**src/rtl/uotg_pkg.sv**
```systemverilog
`default_nettype none
package uotg_pkg;
  localparam int unsigned AXI_ADDR_W = 8;
  // register byte offsets
  localparam logic [7:0] OFS_BUS_ADDRESS = 8'h00;
  localparam logic [7:0] OFS_TOKEN = 8'h04;
  localparam logic [7:0] OFS_THRESHOLD = 8'h08;
  localparam logic [7:0] OFS_CONFIG_ONE = 8'h0c;
  localparam logic [7:0] OFS_CONFIG_TWO = 8'h10;
  localparam logic [7:0] OFS_OTG_FLAGS = 8'h14;
  localparam logic [7:0] OFS_OTG_ENABLES = 8'h18;
  localparam logic [7:0] OFS_PERIPH_FLAGS = 8'h1c;
  localparam logic [7:0] OFS_POWER = 8'h20;
  localparam logic [7:0] OFS_LIVE_STATUS = 8'h24;
  localparam logic [7:0] RESET_BYTE = 8'h00;
  // field positions
  localparam int LOW_SPEED_BIT = 7;
  localparam int EYE_TEST_BIT = 7;
  localparam int DRIVE_MON_BIT = 6;
  localparam int IDLE_STOP_BIT = 4;
  localparam int CMP_SEL_BIT = 5;
  localparam int VBUS_PU_BIT = 4;
  localparam int EXT_SERIAL_BIT = 3;
  localparam int BOOST_DIS_BIT = 2;
  localparam int CMP_DIS_BIT = 1;
  localparam int XCVR_DIS_BIT = 0;
  localparam int POWER_EN_BIT = 0;
  localparam int ID_BIT = 7;
  localparam int MS_BIT = 6;
  localparam int LINE_BIT = 5;
  localparam int ACT_BIT = 4;
  localparam int SESSV_BIT = 3;
  localparam int SESSION_END_PIN_BIT = 2;
  localparam int VBUSV_BIT = 0;
  localparam logic [7:0] OTG_FLAG_MASK = 8'hfd;
  localparam logic [7:0] CFG1_MASK = 8'hd3;
  localparam logic [7:0] CFG2_MASK = 8'h3f;
  localparam logic [7:0] PERIPH_RO_MASK = 8'h02;
  // token types and ping-pong modes
  localparam logic [3:0] TOKEN_OUT = 4'h1;
  localparam logic [3:0] TOKEN_IN = 4'h9;
  localparam logic [3:0] TOKEN_SETUP = 4'hd;
  localparam logic [1:0] PP_NONE = 2'h0;
  localparam logic [1:0] PP_EP0_OUT = 2'h1;
  localparam logic [1:0] PP_ALL = 2'h2;
  localparam logic [1:0] PP_NOT_EP0 = 2'h3;
  localparam logic [7:0] THRESHOLD_OVERHEAD = 8'h0a;
  // timing
  localparam int unsigned CLK_PERIOD_NS = 4;
  localparam int unsigned MS_TIME_NS = 1000000;
  localparam int unsigned MS_CYCLES = MS_TIME_NS / CLK_PERIOD_NS;
  localparam logic [1:0] RESP_OKAY = 2'h0;
  localparam logic [1:0] RESP_SLVERR = 2'h2;

  typedef struct packed {
    logic vbus_valid;
    logic session_valid;
    logic session_end;
  } uotg_vbus_t;

  typedef struct packed {
    logic live_j_indication;
    logic se0;
  } uotg_line_t;

  typedef struct packed {
    logic frame_threshold_hit;
    logic low_speed_select;
    logic eye_test_active;
    logic module_run;
    logic pp_ep0_out;
    logic pp_ep0_in;
    logic pp_epn;
    logic vbus_pullup_enable;
    logic external_ctrl_over_serial;
    logic ext_ctrl_pins_en;
    logic boost_onchip_en;
    logic boost_ext_ctrl_en;
    logic comparator_onchip_en;
    logic comparator_ext_en;
    logic transceiver_onchip_en;
    logic transceiver_ext_en;
  } uotg_ctl_t;
endpackage : uotg_pkg
`default_nettype wire

```
**src/rtl/uotg_ms_timer.sv**
```systemverilog
`default_nettype none
module uotg_ms_timer #(
  parameter int unsigned CYCLES = uotg_pkg::MS_CYCLES
) (
  input wire logic core_clk,
  input wire logic resetn,
  input wire logic run,
  input wire logic restart,
  output logic expired
);
  localparam int unsigned CW = $clog2(CYCLES + 1);
  logic [CW-1:0] count_r;
  logic [CW-1:0] count_nxt;
  logic expired_nxt;

  always_comb begin
    count_nxt = count_r + 1'b1;
    expired_nxt = 1'b0;
    if (restart || !run) begin
      count_nxt = '0;
    end else if (count_r == CW'(CYCLES - 1)) begin
      count_nxt = '0;
      expired_nxt = 1'b1;
    end
  end

  always_ff @(posedge core_clk or negedge resetn) begin
    if (!resetn) begin
      count_r <= '0;
      expired <= 1'b0;
    end else begin
      count_r <= count_nxt;
      expired <= expired_nxt;
    end
  end
endmodule : uotg_ms_timer
`default_nettype wire

```
**src/rtl/uotg_regs.sv**
```systemverilog
`default_nettype none
// Overview of operation
// address holds 7-bit bus address; bit 7 low speed, host mode only
// token type 1101 setup, 1001 in, 0001 out, issued in host mode
// software writes only the three defined token type codes
// software loads an endpoint that exists on the attached peripheral
// frame threshold is ten plus max packet size; sets threshold hit
// eye test bit set drives the eye-pattern test
// monitor bit with transceiver disabled gives active-low drive enable
// stop-in-idle bit halts the controller while processor idles
// ping-pong field: 11 ep1-15, 10 all, 01 ep0 out, 00 none
// select bit picks three vbus pins, else two encoded pins
// external control goes over serial bus when set, pins when clear
// boost disable turns on-chip boost off, external output on
// comparator disable turns on-chip comparator off, external pins on
// transceiver disable turns on-chip transceiver off, external on
// software keeps the three disable bits while power is on
// in host mode an id pin change sets the id flag
// every 1 ms timer expiry sets the timer flag
// line state stable 1 ms and new sets the line flag
// any d+/d- or vbus activity sets the activity flag
// each vbus threshold crossing, either way, sets its flag
// flags clear where a one is written; an event beats the clear
// each enable bit lets its flag raise the interrupt
// power enable bit turns the controller on; resets to zero
// j state is differential 0 low speed, 1 full speed
// interrupt asserted while any flag and its enable are set
// all bits reset to zero; upper byte reads zero
module uotg_regs #(
  parameter int unsigned MS_CYCLES = uotg_pkg::MS_CYCLES
) (
  input wire logic core_clk,
  input wire logic resetn,
  input wire logic [uotg_pkg::AXI_ADDR_W-1:0] awaddr,
  input wire logic awvalid,
  output logic awready,
  input wire logic [31:0] wdata,
  input wire logic [3:0] wstrb,
  input wire logic wvalid,
  output logic wready,
  output logic [1:0] bresp,
  output logic bvalid,
  input wire logic bready,
  input wire logic [uotg_pkg::AXI_ADDR_W-1:0] araddr,
  input wire logic arvalid,
  output logic arready,
  output logic [31:0] rdata,
  output logic [1:0] rresp,
  output logic rvalid,
  input wire logic rready,
  input wire logic host_mode,
  input wire logic cpu_idle,
  input wire logic xcvr_driving,
  input wire logic [7:0] frame_bytes_left,
  input wire logic [7:0] periph_events,
  input wire logic id_pin,
  input wire logic dp_pin,
  input wire logic dm_pin,
  input wire uotg_pkg::uotg_vbus_t onchip_vbus,
  input wire logic vbus_valid_pin,
  input wire logic session_valid_pin,
  input wire logic session_end_pin,
  input wire logic comparator_status_pin_a,
  input wire logic comparator_status_pin_b,
  output logic [6:0] bus_address,
  output logic token_start,
  output logic [3:0] token_type_field,
  output logic [3:0] token_endpoint_field,
  output uotg_pkg::uotg_ctl_t ctl,
  output logic xcvr_oe_n,
  output logic otg_irq
);
  logic [10:0] raw_in;
  logic [10:0] sync_in;
  logic id_s;
  logic dp_s;
  logic dm_s;
  uotg_pkg::uotg_vbus_t onchip_s;
  uotg_pkg::uotg_vbus_t ext3_s;
  uotg_pkg::uotg_vbus_t vbus_now;
  uotg_pkg::uotg_vbus_t vbus_prev_r;
  uotg_pkg::uotg_line_t line_now;
  uotg_pkg::uotg_line_t line_prev_r;
  uotg_pkg::uotg_line_t line_rec_r;
  uotg_pkg::uotg_line_t line_rec_nxt;
  uotg_pkg::uotg_ctl_t ctl_nxt;
  logic [7:0] addr_r, addr_nxt, token_r, token_nxt, thresh_r, thresh_nxt;
  logic [7:0] cfg1_r, cfg1_nxt, cfg2_r, cfg2_nxt;
  logic [7:0] oflags_r, oflags_nxt, oen_r, oen_nxt, pflags_r, pflags_nxt;
  logic [7:0] oevt, oclr, pclr;
  logic power_r, power_nxt;
  logic id_prev_r;
  logic [1:0] dpdm_prev_r;
  logic module_run, low_speed, ms_tick, stable_tick, line_change;
  logic token_start_nxt, xcvr_oe_n_nxt;
  logic wr_go, wr_lo, rd_go, wr_hit, rd_hit;
  logic [7:0] wr_ofs, rd_ofs, rbyte;
  logic bvalid_nxt, rvalid_nxt;
  logic [1:0] bresp_nxt, rresp_nxt;
  logic [31:0] rdata_nxt;

  function automatic logic ofs_hit(input logic [7:0] o);
    return o inside {uotg_pkg::OFS_BUS_ADDRESS, uotg_pkg::OFS_TOKEN,
      uotg_pkg::OFS_THRESHOLD, uotg_pkg::OFS_CONFIG_ONE,
      uotg_pkg::OFS_CONFIG_TWO, uotg_pkg::OFS_OTG_FLAGS,
      uotg_pkg::OFS_OTG_ENABLES, uotg_pkg::OFS_PERIPH_FLAGS,
      uotg_pkg::OFS_POWER, uotg_pkg::OFS_LIVE_STATUS};
  endfunction : ofs_hit

  // pins from outside the clock domain
  assign raw_in = {id_pin, dp_pin, dm_pin, onchip_vbus, vbus_valid_pin,
    session_valid_pin, session_end_pin, comparator_status_pin_a,
    comparator_status_pin_b};

  uotg_sync #(.WIDTH(11)) u_sync (
    .core_clk(core_clk),
    .resetn(resetn),
    .din(raw_in),
    .dout(sync_in)
  );

  assign id_s = sync_in[10];
  assign dp_s = sync_in[9];
  assign dm_s = sync_in[8];
  assign onchip_s = sync_in[7:5];
  assign ext3_s = sync_in[4:2];

  // bus slave: address and data taken together, one answer outstanding
  assign wr_go = awvalid & wvalid & ~bvalid;
  assign awready = wr_go;
  assign wready = wr_go;
  assign rd_go = arvalid & ~rvalid;
  assign arready = rd_go;
  assign wr_ofs = {awaddr[7:2], 2'b00};
  assign rd_ofs = {araddr[7:2], 2'b00};
  assign wr_hit = ofs_hit(wr_ofs);
  assign rd_hit = ofs_hit(rd_ofs);
  assign wr_lo = wr_go & wstrb[0];

  assign module_run = power_r & ~(cfg1_r[uotg_pkg::IDLE_STOP_BIT] & cpu_idle);
  assign low_speed = addr_r[uotg_pkg::LOW_SPEED_BIT] & host_mode;

  uotg_ms_timer #(.CYCLES(MS_CYCLES)) u_ms (
    .core_clk(core_clk),
    .resetn(resetn),
    .run(module_run),
    .restart(1'b0),
    .expired(ms_tick)
  );

  // restarted on every line change, so it expires only after 1 ms stable
  uotg_ms_timer #(.CYCLES(MS_CYCLES)) u_stable (
    .core_clk(core_clk),
    .resetn(resetn),
    .run(module_run),
    .restart(line_change),
    .expired(stable_tick)
  );

  always_comb begin
    line_now.se0 = ~dp_s & ~dm_s;
    line_now.live_j_indication = low_speed ? (~dp_s & dm_s) : (dp_s & ~dm_s);
    line_change = line_now != line_prev_r;
    // the two-pin form is coarse: it cannot say session end and valid apart
    if (!cfg2_r[uotg_pkg::CMP_DIS_BIT]) begin
      vbus_now = onchip_s;
    end else if (cfg2_r[uotg_pkg::CMP_SEL_BIT]) begin
      vbus_now = ext3_s;
    end else begin
      vbus_now.vbus_valid = sync_in[1] & sync_in[0];
      vbus_now.session_valid = sync_in[1] | sync_in[0];
      vbus_now.session_end = ~sync_in[1] & ~sync_in[0];
    end
  end

  always_comb begin
    oevt = '0;
    oevt[uotg_pkg::ID_BIT] = host_mode & (id_s != id_prev_r);
    oevt[uotg_pkg::MS_BIT] = ms_tick;
    oevt[uotg_pkg::LINE_BIT] = stable_tick & (line_now != line_rec_r);
    oevt[uotg_pkg::ACT_BIT] = ({dp_s, dm_s} != dpdm_prev_r) |
      (vbus_now != vbus_prev_r);
    oevt[uotg_pkg::SESSV_BIT] =
      vbus_now.session_valid ^ vbus_prev_r.session_valid;
    oevt[uotg_pkg::SESSION_END_PIN_BIT] =
      vbus_now.session_end ^ vbus_prev_r.session_end;
    oevt[uotg_pkg::VBUSV_BIT] =
      vbus_now.vbus_valid ^ vbus_prev_r.vbus_valid;
    oevt = oevt & {8{module_run}};
    line_rec_nxt = stable_tick ? line_now : line_rec_r;
  end

  always_ff @(posedge core_clk or negedge resetn) begin
    if (!resetn) begin
      id_prev_r <= 1'b0;
      dpdm_prev_r <= 2'b00;
      line_prev_r <= '0;
      line_rec_r <= '0;
      vbus_prev_r <= '0;
    end else begin
      id_prev_r <= id_s;
      dpdm_prev_r <= {dp_s, dm_s};
      line_prev_r <= line_now;
      line_rec_r <= line_rec_nxt;
      vbus_prev_r <= vbus_now;
    end
  end

  // register file
  always_comb begin
    addr_nxt = addr_r;
    token_nxt = token_r;
    thresh_nxt = thresh_r;
    cfg1_nxt = cfg1_r;
    cfg2_nxt = cfg2_r;
    oen_nxt = oen_r;
    power_nxt = power_r;
    oclr = '0;
    pclr = '0;
    token_start_nxt = 1'b0;
    if (wr_lo) begin
      unique case (wr_ofs)
        uotg_pkg::OFS_BUS_ADDRESS:
          addr_nxt = {host_mode & wdata[7], wdata[6:0]};
        uotg_pkg::OFS_TOKEN: begin
          token_nxt = wdata[7:0];
          token_start_nxt = host_mode;
        end
        uotg_pkg::OFS_THRESHOLD: thresh_nxt = wdata[7:0];
        uotg_pkg::OFS_CONFIG_ONE: cfg1_nxt = wdata[7:0] & uotg_pkg::CFG1_MASK;
        uotg_pkg::OFS_CONFIG_TWO: cfg2_nxt = wdata[7:0] & uotg_pkg::CFG2_MASK;
        uotg_pkg::OFS_OTG_FLAGS: oclr = wdata[7:0];
        uotg_pkg::OFS_OTG_ENABLES:
          oen_nxt = wdata[7:0] & uotg_pkg::OTG_FLAG_MASK;
        uotg_pkg::OFS_PERIPH_FLAGS:
          pclr = wdata[7:0] & ~uotg_pkg::PERIPH_RO_MASK;
        uotg_pkg::OFS_POWER: power_nxt = wdata[uotg_pkg::POWER_EN_BIT];
        default: ;
      endcase
    end
    // a new event in the clearing cycle survives
    oflags_nxt = ((oflags_r & ~oclr) | oevt) & uotg_pkg::OTG_FLAG_MASK;
    pflags_nxt = (pflags_r & ~pclr) | periph_events;
  end

  always_ff @(posedge core_clk or negedge resetn) begin
    if (!resetn) begin
      addr_r <= uotg_pkg::RESET_BYTE;
      token_r <= uotg_pkg::RESET_BYTE;
      thresh_r <= uotg_pkg::RESET_BYTE;
      cfg1_r <= uotg_pkg::RESET_BYTE;
      cfg2_r <= uotg_pkg::RESET_BYTE;
      oflags_r <= uotg_pkg::RESET_BYTE;
      oen_r <= uotg_pkg::RESET_BYTE;
      pflags_r <= uotg_pkg::RESET_BYTE;
      power_r <= 1'b0;
      token_start <= 1'b0;
    end else begin
      addr_r <= addr_nxt;
      token_r <= token_nxt;
      thresh_r <= thresh_nxt;
      cfg1_r <= cfg1_nxt;
      cfg2_r <= cfg2_nxt;
      oflags_r <= oflags_nxt;
      oen_r <= oen_nxt;
      pflags_r <= pflags_nxt;
      power_r <= power_nxt;
      token_start <= token_start_nxt;
    end
  end

  assign bus_address = addr_r[6:0];
  assign token_type_field = token_r[7:4];
  assign token_endpoint_field = token_r[3:0];
  assign otg_irq = |(oflags_r & oen_r);

  // read mux and bus answers
  always_comb begin
    unique case (rd_ofs)
      uotg_pkg::OFS_BUS_ADDRESS: rbyte = {low_speed, addr_r[6:0]};
      uotg_pkg::OFS_TOKEN: rbyte = token_r;
      uotg_pkg::OFS_THRESHOLD: rbyte = thresh_r;
      uotg_pkg::OFS_CONFIG_ONE: rbyte = cfg1_r;
      uotg_pkg::OFS_CONFIG_TWO: rbyte = cfg2_r;
      uotg_pkg::OFS_OTG_FLAGS: rbyte = oflags_r;
      uotg_pkg::OFS_OTG_ENABLES: rbyte = oen_r;
      uotg_pkg::OFS_PERIPH_FLAGS: rbyte = pflags_r;
      uotg_pkg::OFS_POWER: rbyte = {7'h00, power_r};
      uotg_pkg::OFS_LIVE_STATUS:
        rbyte = {line_now, id_s, 2'b00, vbus_now};
      default: rbyte = uotg_pkg::RESET_BYTE;
    endcase
    rdata_nxt = rd_go ? {24'h000000, rbyte} : rdata;
    rresp_nxt = rd_go ? (rd_hit ? uotg_pkg::RESP_OKAY : uotg_pkg::RESP_SLVERR)
      : rresp;
    rvalid_nxt = rd_go | (rvalid & ~rready);
    bresp_nxt = wr_go ? (wr_hit ? uotg_pkg::RESP_OKAY : uotg_pkg::RESP_SLVERR)
      : bresp;
    bvalid_nxt = wr_go | (bvalid & ~bready);
  end

  always_ff @(posedge core_clk or negedge resetn) begin
    if (!resetn) begin
      rdata <= 32'h00000000;
      rresp <= uotg_pkg::RESP_OKAY;
      rvalid <= 1'b0;
      bresp <= uotg_pkg::RESP_OKAY;
      bvalid <= 1'b0;
    end else begin
      rdata <= rdata_nxt;
      rresp <= rresp_nxt;
      rvalid <= rvalid_nxt;
      bresp <= bresp_nxt;
      bvalid <= bvalid_nxt;
    end
  end

  // control outputs, registered so the pins never glitch
  always_comb begin
    ctl_nxt.frame_threshold_hit = frame_bytes_left <= thresh_r;
    ctl_nxt.low_speed_select = low_speed;
    ctl_nxt.eye_test_active = module_run & cfg1_r[uotg_pkg::EYE_TEST_BIT];
    ctl_nxt.module_run = module_run;
    ctl_nxt.pp_ep0_out = cfg1_r[1:0] inside {uotg_pkg::PP_ALL,
      uotg_pkg::PP_EP0_OUT};
    ctl_nxt.pp_ep0_in = cfg1_r[1:0] == uotg_pkg::PP_ALL;
    ctl_nxt.pp_epn = cfg1_r[1:0] inside {uotg_pkg::PP_ALL,
      uotg_pkg::PP_NOT_EP0};
    ctl_nxt.vbus_pullup_enable = cfg2_r[uotg_pkg::VBUS_PU_BIT];
    ctl_nxt.external_ctrl_over_serial = cfg2_r[uotg_pkg::EXT_SERIAL_BIT];
    ctl_nxt.ext_ctrl_pins_en = ~cfg2_r[uotg_pkg::EXT_SERIAL_BIT];
    ctl_nxt.boost_onchip_en = power_r & ~cfg2_r[uotg_pkg::BOOST_DIS_BIT];
    ctl_nxt.boost_ext_ctrl_en = power_r & cfg2_r[uotg_pkg::BOOST_DIS_BIT];
    ctl_nxt.comparator_onchip_en = power_r & ~cfg2_r[uotg_pkg::CMP_DIS_BIT];
    ctl_nxt.comparator_ext_en = power_r & cfg2_r[uotg_pkg::CMP_DIS_BIT];
    ctl_nxt.transceiver_onchip_en = power_r & ~cfg2_r[uotg_pkg::XCVR_DIS_BIT];
    ctl_nxt.transceiver_ext_en = power_r & cfg2_r[uotg_pkg::XCVR_DIS_BIT];
    xcvr_oe_n_nxt = ~(cfg1_r[uotg_pkg::DRIVE_MON_BIT] &
      cfg2_r[uotg_pkg::XCVR_DIS_BIT] & xcvr_driving);
  end

  always_ff @(posedge core_clk or negedge resetn) begin
    if (!resetn) begin
      ctl <= '0;
      xcvr_oe_n <= 1'b1;
    end else begin
      ctl <= ctl_nxt;
      xcvr_oe_n <= xcvr_oe_n_nxt;
    end
  end
endmodule : uotg_regs
`default_nettype wire

```
**src/rtl/uotg_sync.sv**
```systemverilog
`default_nettype none
module uotg_sync #(
  parameter int unsigned WIDTH = 1
) (
  input wire logic core_clk,
  input wire logic resetn,
  input wire logic [WIDTH-1:0] din,
  output logic [WIDTH-1:0] dout
);
  // first stage is read by the second stage only
  logic [WIDTH-1:0] meta_r;
  genvar i;
  generate
    for (i = 0; i < WIDTH; i++) begin : g_bit
      always_ff @(posedge core_clk or negedge resetn) begin
        if (!resetn) begin
          meta_r[i] <= 1'b0;
          dout[i] <= 1'b0;
        end else begin
          meta_r[i] <= din[i];
          dout[i] <= meta_r[i];
        end
      end
    end
  endgenerate
endmodule : uotg_sync
`default_nettype wire

```
**config.mk**
```make
export PLATFORM = sky130hd
export DESIGN_NAME = uotg_regs
export DESIGN_NICKNAME = d
export VERILOG_FILES = /design/src/rtl/uotg_pkg.sv /design/src/rtl/uotg_ms_timer.sv /design/src/rtl/uotg_regs.sv /design/src/rtl/uotg_sync.sv
export SDC_FILE = /design/constraint.sdc
export NUM_CORES = 1
export LEC_CHECK = 0
export BUFFER_PORTS_ARGS = -buffer_cell sky130_fd_sc_hd__buf_4
export CORE_UTILIZATION = 54
export DETAILED_ROUTE_END_ITERATION = 6
export GPL_TIMING_DRIVEN = 0
export PLACE_DENSITY = 0.89
export SLEW_MARGIN = 10
export SYNTH_ARGS = -nofsm -noshare
export SYNTH_HDL_FRONTEND = slang
export SYNTH_SLANG_ARGS = --single-unit
```
**constraint.sdc**
```tcl
create_clock -name core_clk -period 3 [get_ports core_clk]
set_clock_uncertainty 0.15 [all_clocks]
set_input_delay 0.15 -clock core_clk [delete_from_list [all_inputs] [get_ports core_clk]]
set_output_delay 0.15 -clock core_clk [all_outputs]
set_load 0.01 [all_outputs]
```
==> metrics.md <==
| Metric | Value |
|---|---|
| Worst slew pin tran | 0.989 ns |
| TritonCTS Buffers | 17 |
| Number of global-route vias before repair | 5693 |
| Dominant synthesized flop cell | dfrtp_1 |
| Crit path time final | 2.71 ns |
| Post-DP HPWL | 11.9 mm |
| Main combinational cell family by area after synthesis | simple AND/OR/NAND/NOR gates |
| Status | complete, no violations |
| Max transition margin | 0.338 |
| HP Class | input port to flop |
| Synth Area in Simple Gates | 0.152 |
| Max Cap Violations | 0 |
| P_leak | 4.35 nW |
| Die Footprint | 13700 µm² |
| Worst endpoint data arrival time | 2.86 ns |
| Yosys warns | 0 |
| Global Route Usage Sum | 0.277 |
| Setup violations, final | 0 |
| Routed vias | 5518 |
| Post-layout total power | 0.00501 W |
| Largest net degree at the start of global routing | 120 |
| Layout cells sized above 1 | 0.290 |
| Compound-Gate Fraction of Synth Area | 0.0625 |
| Startpoint class of the critical path | input port |
| Final Hold Violating Endpoints | 0 |
| Iter 0 DRT Violations | 409 |
| Initial antenna violation count | 0 |
| Seq/Total Area, Yosys | 0.552 |
| Initial core utilization | 0.561 |
| Die X | 117 µm |
| First-pass GRT wire length | 28.1 mm |
| CTS Root Cell | clkbuf_16 |
| Max clock buf depth | 2 |
| Critical path data required time | 3.15 ns |
| Fin Setup TNS | 0 ns |
| Clock slew at reported path FFs | 0.06 ns |
| ANT cells | 0 |
| CTS sink cnt | 158 |
| Mean post-synth cell area | 11.5 µm² |
| Antenna Violating Nets Remaining | 0 |
| Adder-cell share of the synthesized area | 0.0210 |
| Wire per inst | 17.7 µm |
| RSZ-0062 raised after global routing | no |
| Latest clock arrival within the worst-skew pair | 0.43 ns |
| Netlist cell types | 62 |
| Path type of the worst setup path | input port to flop |
| Cell area after synthesis | 7160 µm² |
| Drt total wl | 17.7 mm |
| Syn Inst Count | 624 |
| Synth-to-layout area growth | 30.5% |
| #FFs+latches synth | 158 |
| Gr ovfl total | 0 |
| CP Capture Type | flop |
| Peak fanout along the critical path | 7 |
| Slew Limit Fails | 0 |
| H-Tree Depth | 4 |
| Async set or reset register ratio after synthesis | 1.00 |
| Final nets | 918 |
| Mux cell area share after synthesis | 0.104 |
| Final GP Congestion | 0.895 |
| Post-cts resize count | 0 |
| I/O Pins | 164 |
| Num rows | 41 |
| DRC errors left | 0 |
| Die height | 117 µm |
| Via density | 5.51 |
| IR drop worst, VDD | 0.000400 V |
| PD cells | 536 nW/µm² |
| CTS tree | built |
| Final Cycle Share | 0.903 |
| Xor/xnor cell area share of the yosys netlist | 0.0514 |
| Core Box Area | 12800 µm² |
| DRT Pass-1 Iters | 7 |
| Buffers on Ports | 102 |
| Post-synth EDFFs | 0 |
| Fmax | 369 MHz |
-- synthesized netlist by cell type (4+ instances only) --
cell / instances / area (µm²)
a21oi_1: 6 / 30.0
xnor2_1: 18 / 158
o21ai_0: 20 / 100
a31oi_1: 5 / 31.3
nor3_1: 4 / 20.0
clkbuf_1: 8 / 30.0
inv_1: 21 / 78.8
nand4_1: 11 / 68.8
and3_1: 8 / 50.1
nor4_1: 6 / 37.5
dfrtp_1: 157 / 3930
mux2_2: 47 / 529
buf_2: 6 / 30.0
buf_4: 34 / 255
mux2i_1: 12 / 120
nor2_1: 56 / 210
nand3_1: 31 / 155
a21o_1: 8 / 60.1
nand2_1: 55 / 206
nor2b_1: 7 / 43.8
and2_1: 5 / 31.3
ha_1: 12 / 150
xor2_1: 24 / 210
nand3b_1: 6 / 45.0
-- cell type report --
class,count,area [µm²]
clock inverters,15,186
fillers,837,3430
flip-flops and latches,158,3960
well taps,172,215
repair buffers,149,1260
plain buffers,50,330
clock buffers,17,425
multi-input cells,420,2890
inverters,21,78.8
-- final timing paths --
path	from	end	slack, ns	cells after the start
min in group asynchronous	resetn	ctl[13]$_DFF_PN0_	0.05	2
setup / recovery	awaddr[5]	pflags_r[4]$_DFF_PN0_	0.29	8
max in group asynchronous	resetn	u_sync.meta_r[7]$_DFF_PN0_	1.78	3
setup reg to reg	bvalid$_DFF_PN0_	pflags_r[4]$_DFF_PN0_	0.39	6
hold reg to reg	u_sync.meta_r[0]$_DFF_PN0_	u_sync.dout[0]$_DFF_PN0_	0.20	0
hold / removal	awvalid	bresp[1]$_DFFE_PN0N_	0.02	4
-- report_power, final --
group	leakage [nW]	total (W)	internal (W)	switching (W)
Combinational	2.00	0.000510	0.000259	0.000251
Clock	0.287	0.00222	0.00132	0.000897
Sequential	2.06	0.00229	0.00222	0.0000675
Total	4.35	0.00501	0.00380	0.00122
-- routing by layer --
| metal | track usage | vias up | routed length, µm |
|---|---|---|---|
| met2 | 0.472 | 254 | 8880 |
| met1 | 0.332 | 2703 | 6990 |
| met3 | 0.0685 | 59 | 1200 |
| met5 | 0 | - | 0 |
| met4 | 0.130 | 0 | 616 |
| li1 | - | 2502 | - |
-- state kept, by name, indices dropped and copies added (netlist names), 5 cells and up --
signal and count:
u_stable.count_r 18, ctl 16, addr_r 8, pflags_r 8
u_sync.dout 11, cfg1_r 5, u_sync.meta_r 11, oflags_r 7
thresh_r 8, u_ms.count_r 18, token_r 8, rdata 8
oen_r 7, cfg2_r 6
-- metrics by stage --
step | cell area (µm²) | hold WS [ns] | setup WS (ns) | std cells | util
floorplan | 7260 | -0.296 | 0.792 | 649 | -
global placement | 8240 | 0.110 | 0.604 | 923 | 0.645
detailed placement | 8270 | -0.101 | 0.566 | 924 | 0.648
CTS | 9350 | 0.00101 | 0.387 | 1002 | 0.732
global route | 9350 | 0.0423 | 0.200 | 1002 | 0.732
finish | 9350 | 0.0232 | 0.292 | 1002 | 0.732
-- what timing repair did --
| item | CTS | global route |
|---|---|---|
| buffers inserted | 0 | 0 |
| hold buffers | 46 | 0 |
| endpoints found under the hold margin | 232 | 0 |
-- cells by family (layout without fill, tap and decap cells) --
family          Yosys count  in the layout
mux                      63             63
flops                   158            158
xor+xnor                 42             42
compound gates           64             64
simple gates            213            213
other cells               1             26
fa+ha+maj                12             12
buf+inv                  71            252
-- critical path, cell delays in order --
cell and delay (ns):
dlygate4sd3_1 0.55, buf_4 0.16, nor4b_2 0.41, nand2_1 0.10, nor2_1 0.53, nand2_1 0.13
a21o_1 0.23, dlygate4sd3_1 0.60
-- placed cells by master (no fill, tap or decap), types with 4 or more instances in the layout --
cell           count
xnor2_1           18
nor4_1             6
clkbuf_1           8
o21ai_0           20
conb_1            26
a31oi_1            5
clkbuf_16         17
inv_1             21
nand2_1           55
inv_6              4
mux2i_1           12
nand3b_1           6
dlygate4sd3_1     46
ha_1              12
and3_1             8
mux2_2            47
buf_4            135
nor2_1            56
buf_2              6
nand3_1           31
clkinvlp_4         4
dfrtp_1          157
and2_1             5
nand4_1           11
xor2_1            24
a21o_1             8
nor2b_1            7
a21oi_1            6
nor3_1             4
Note: power is estimated with default switching activity, not from simulation.
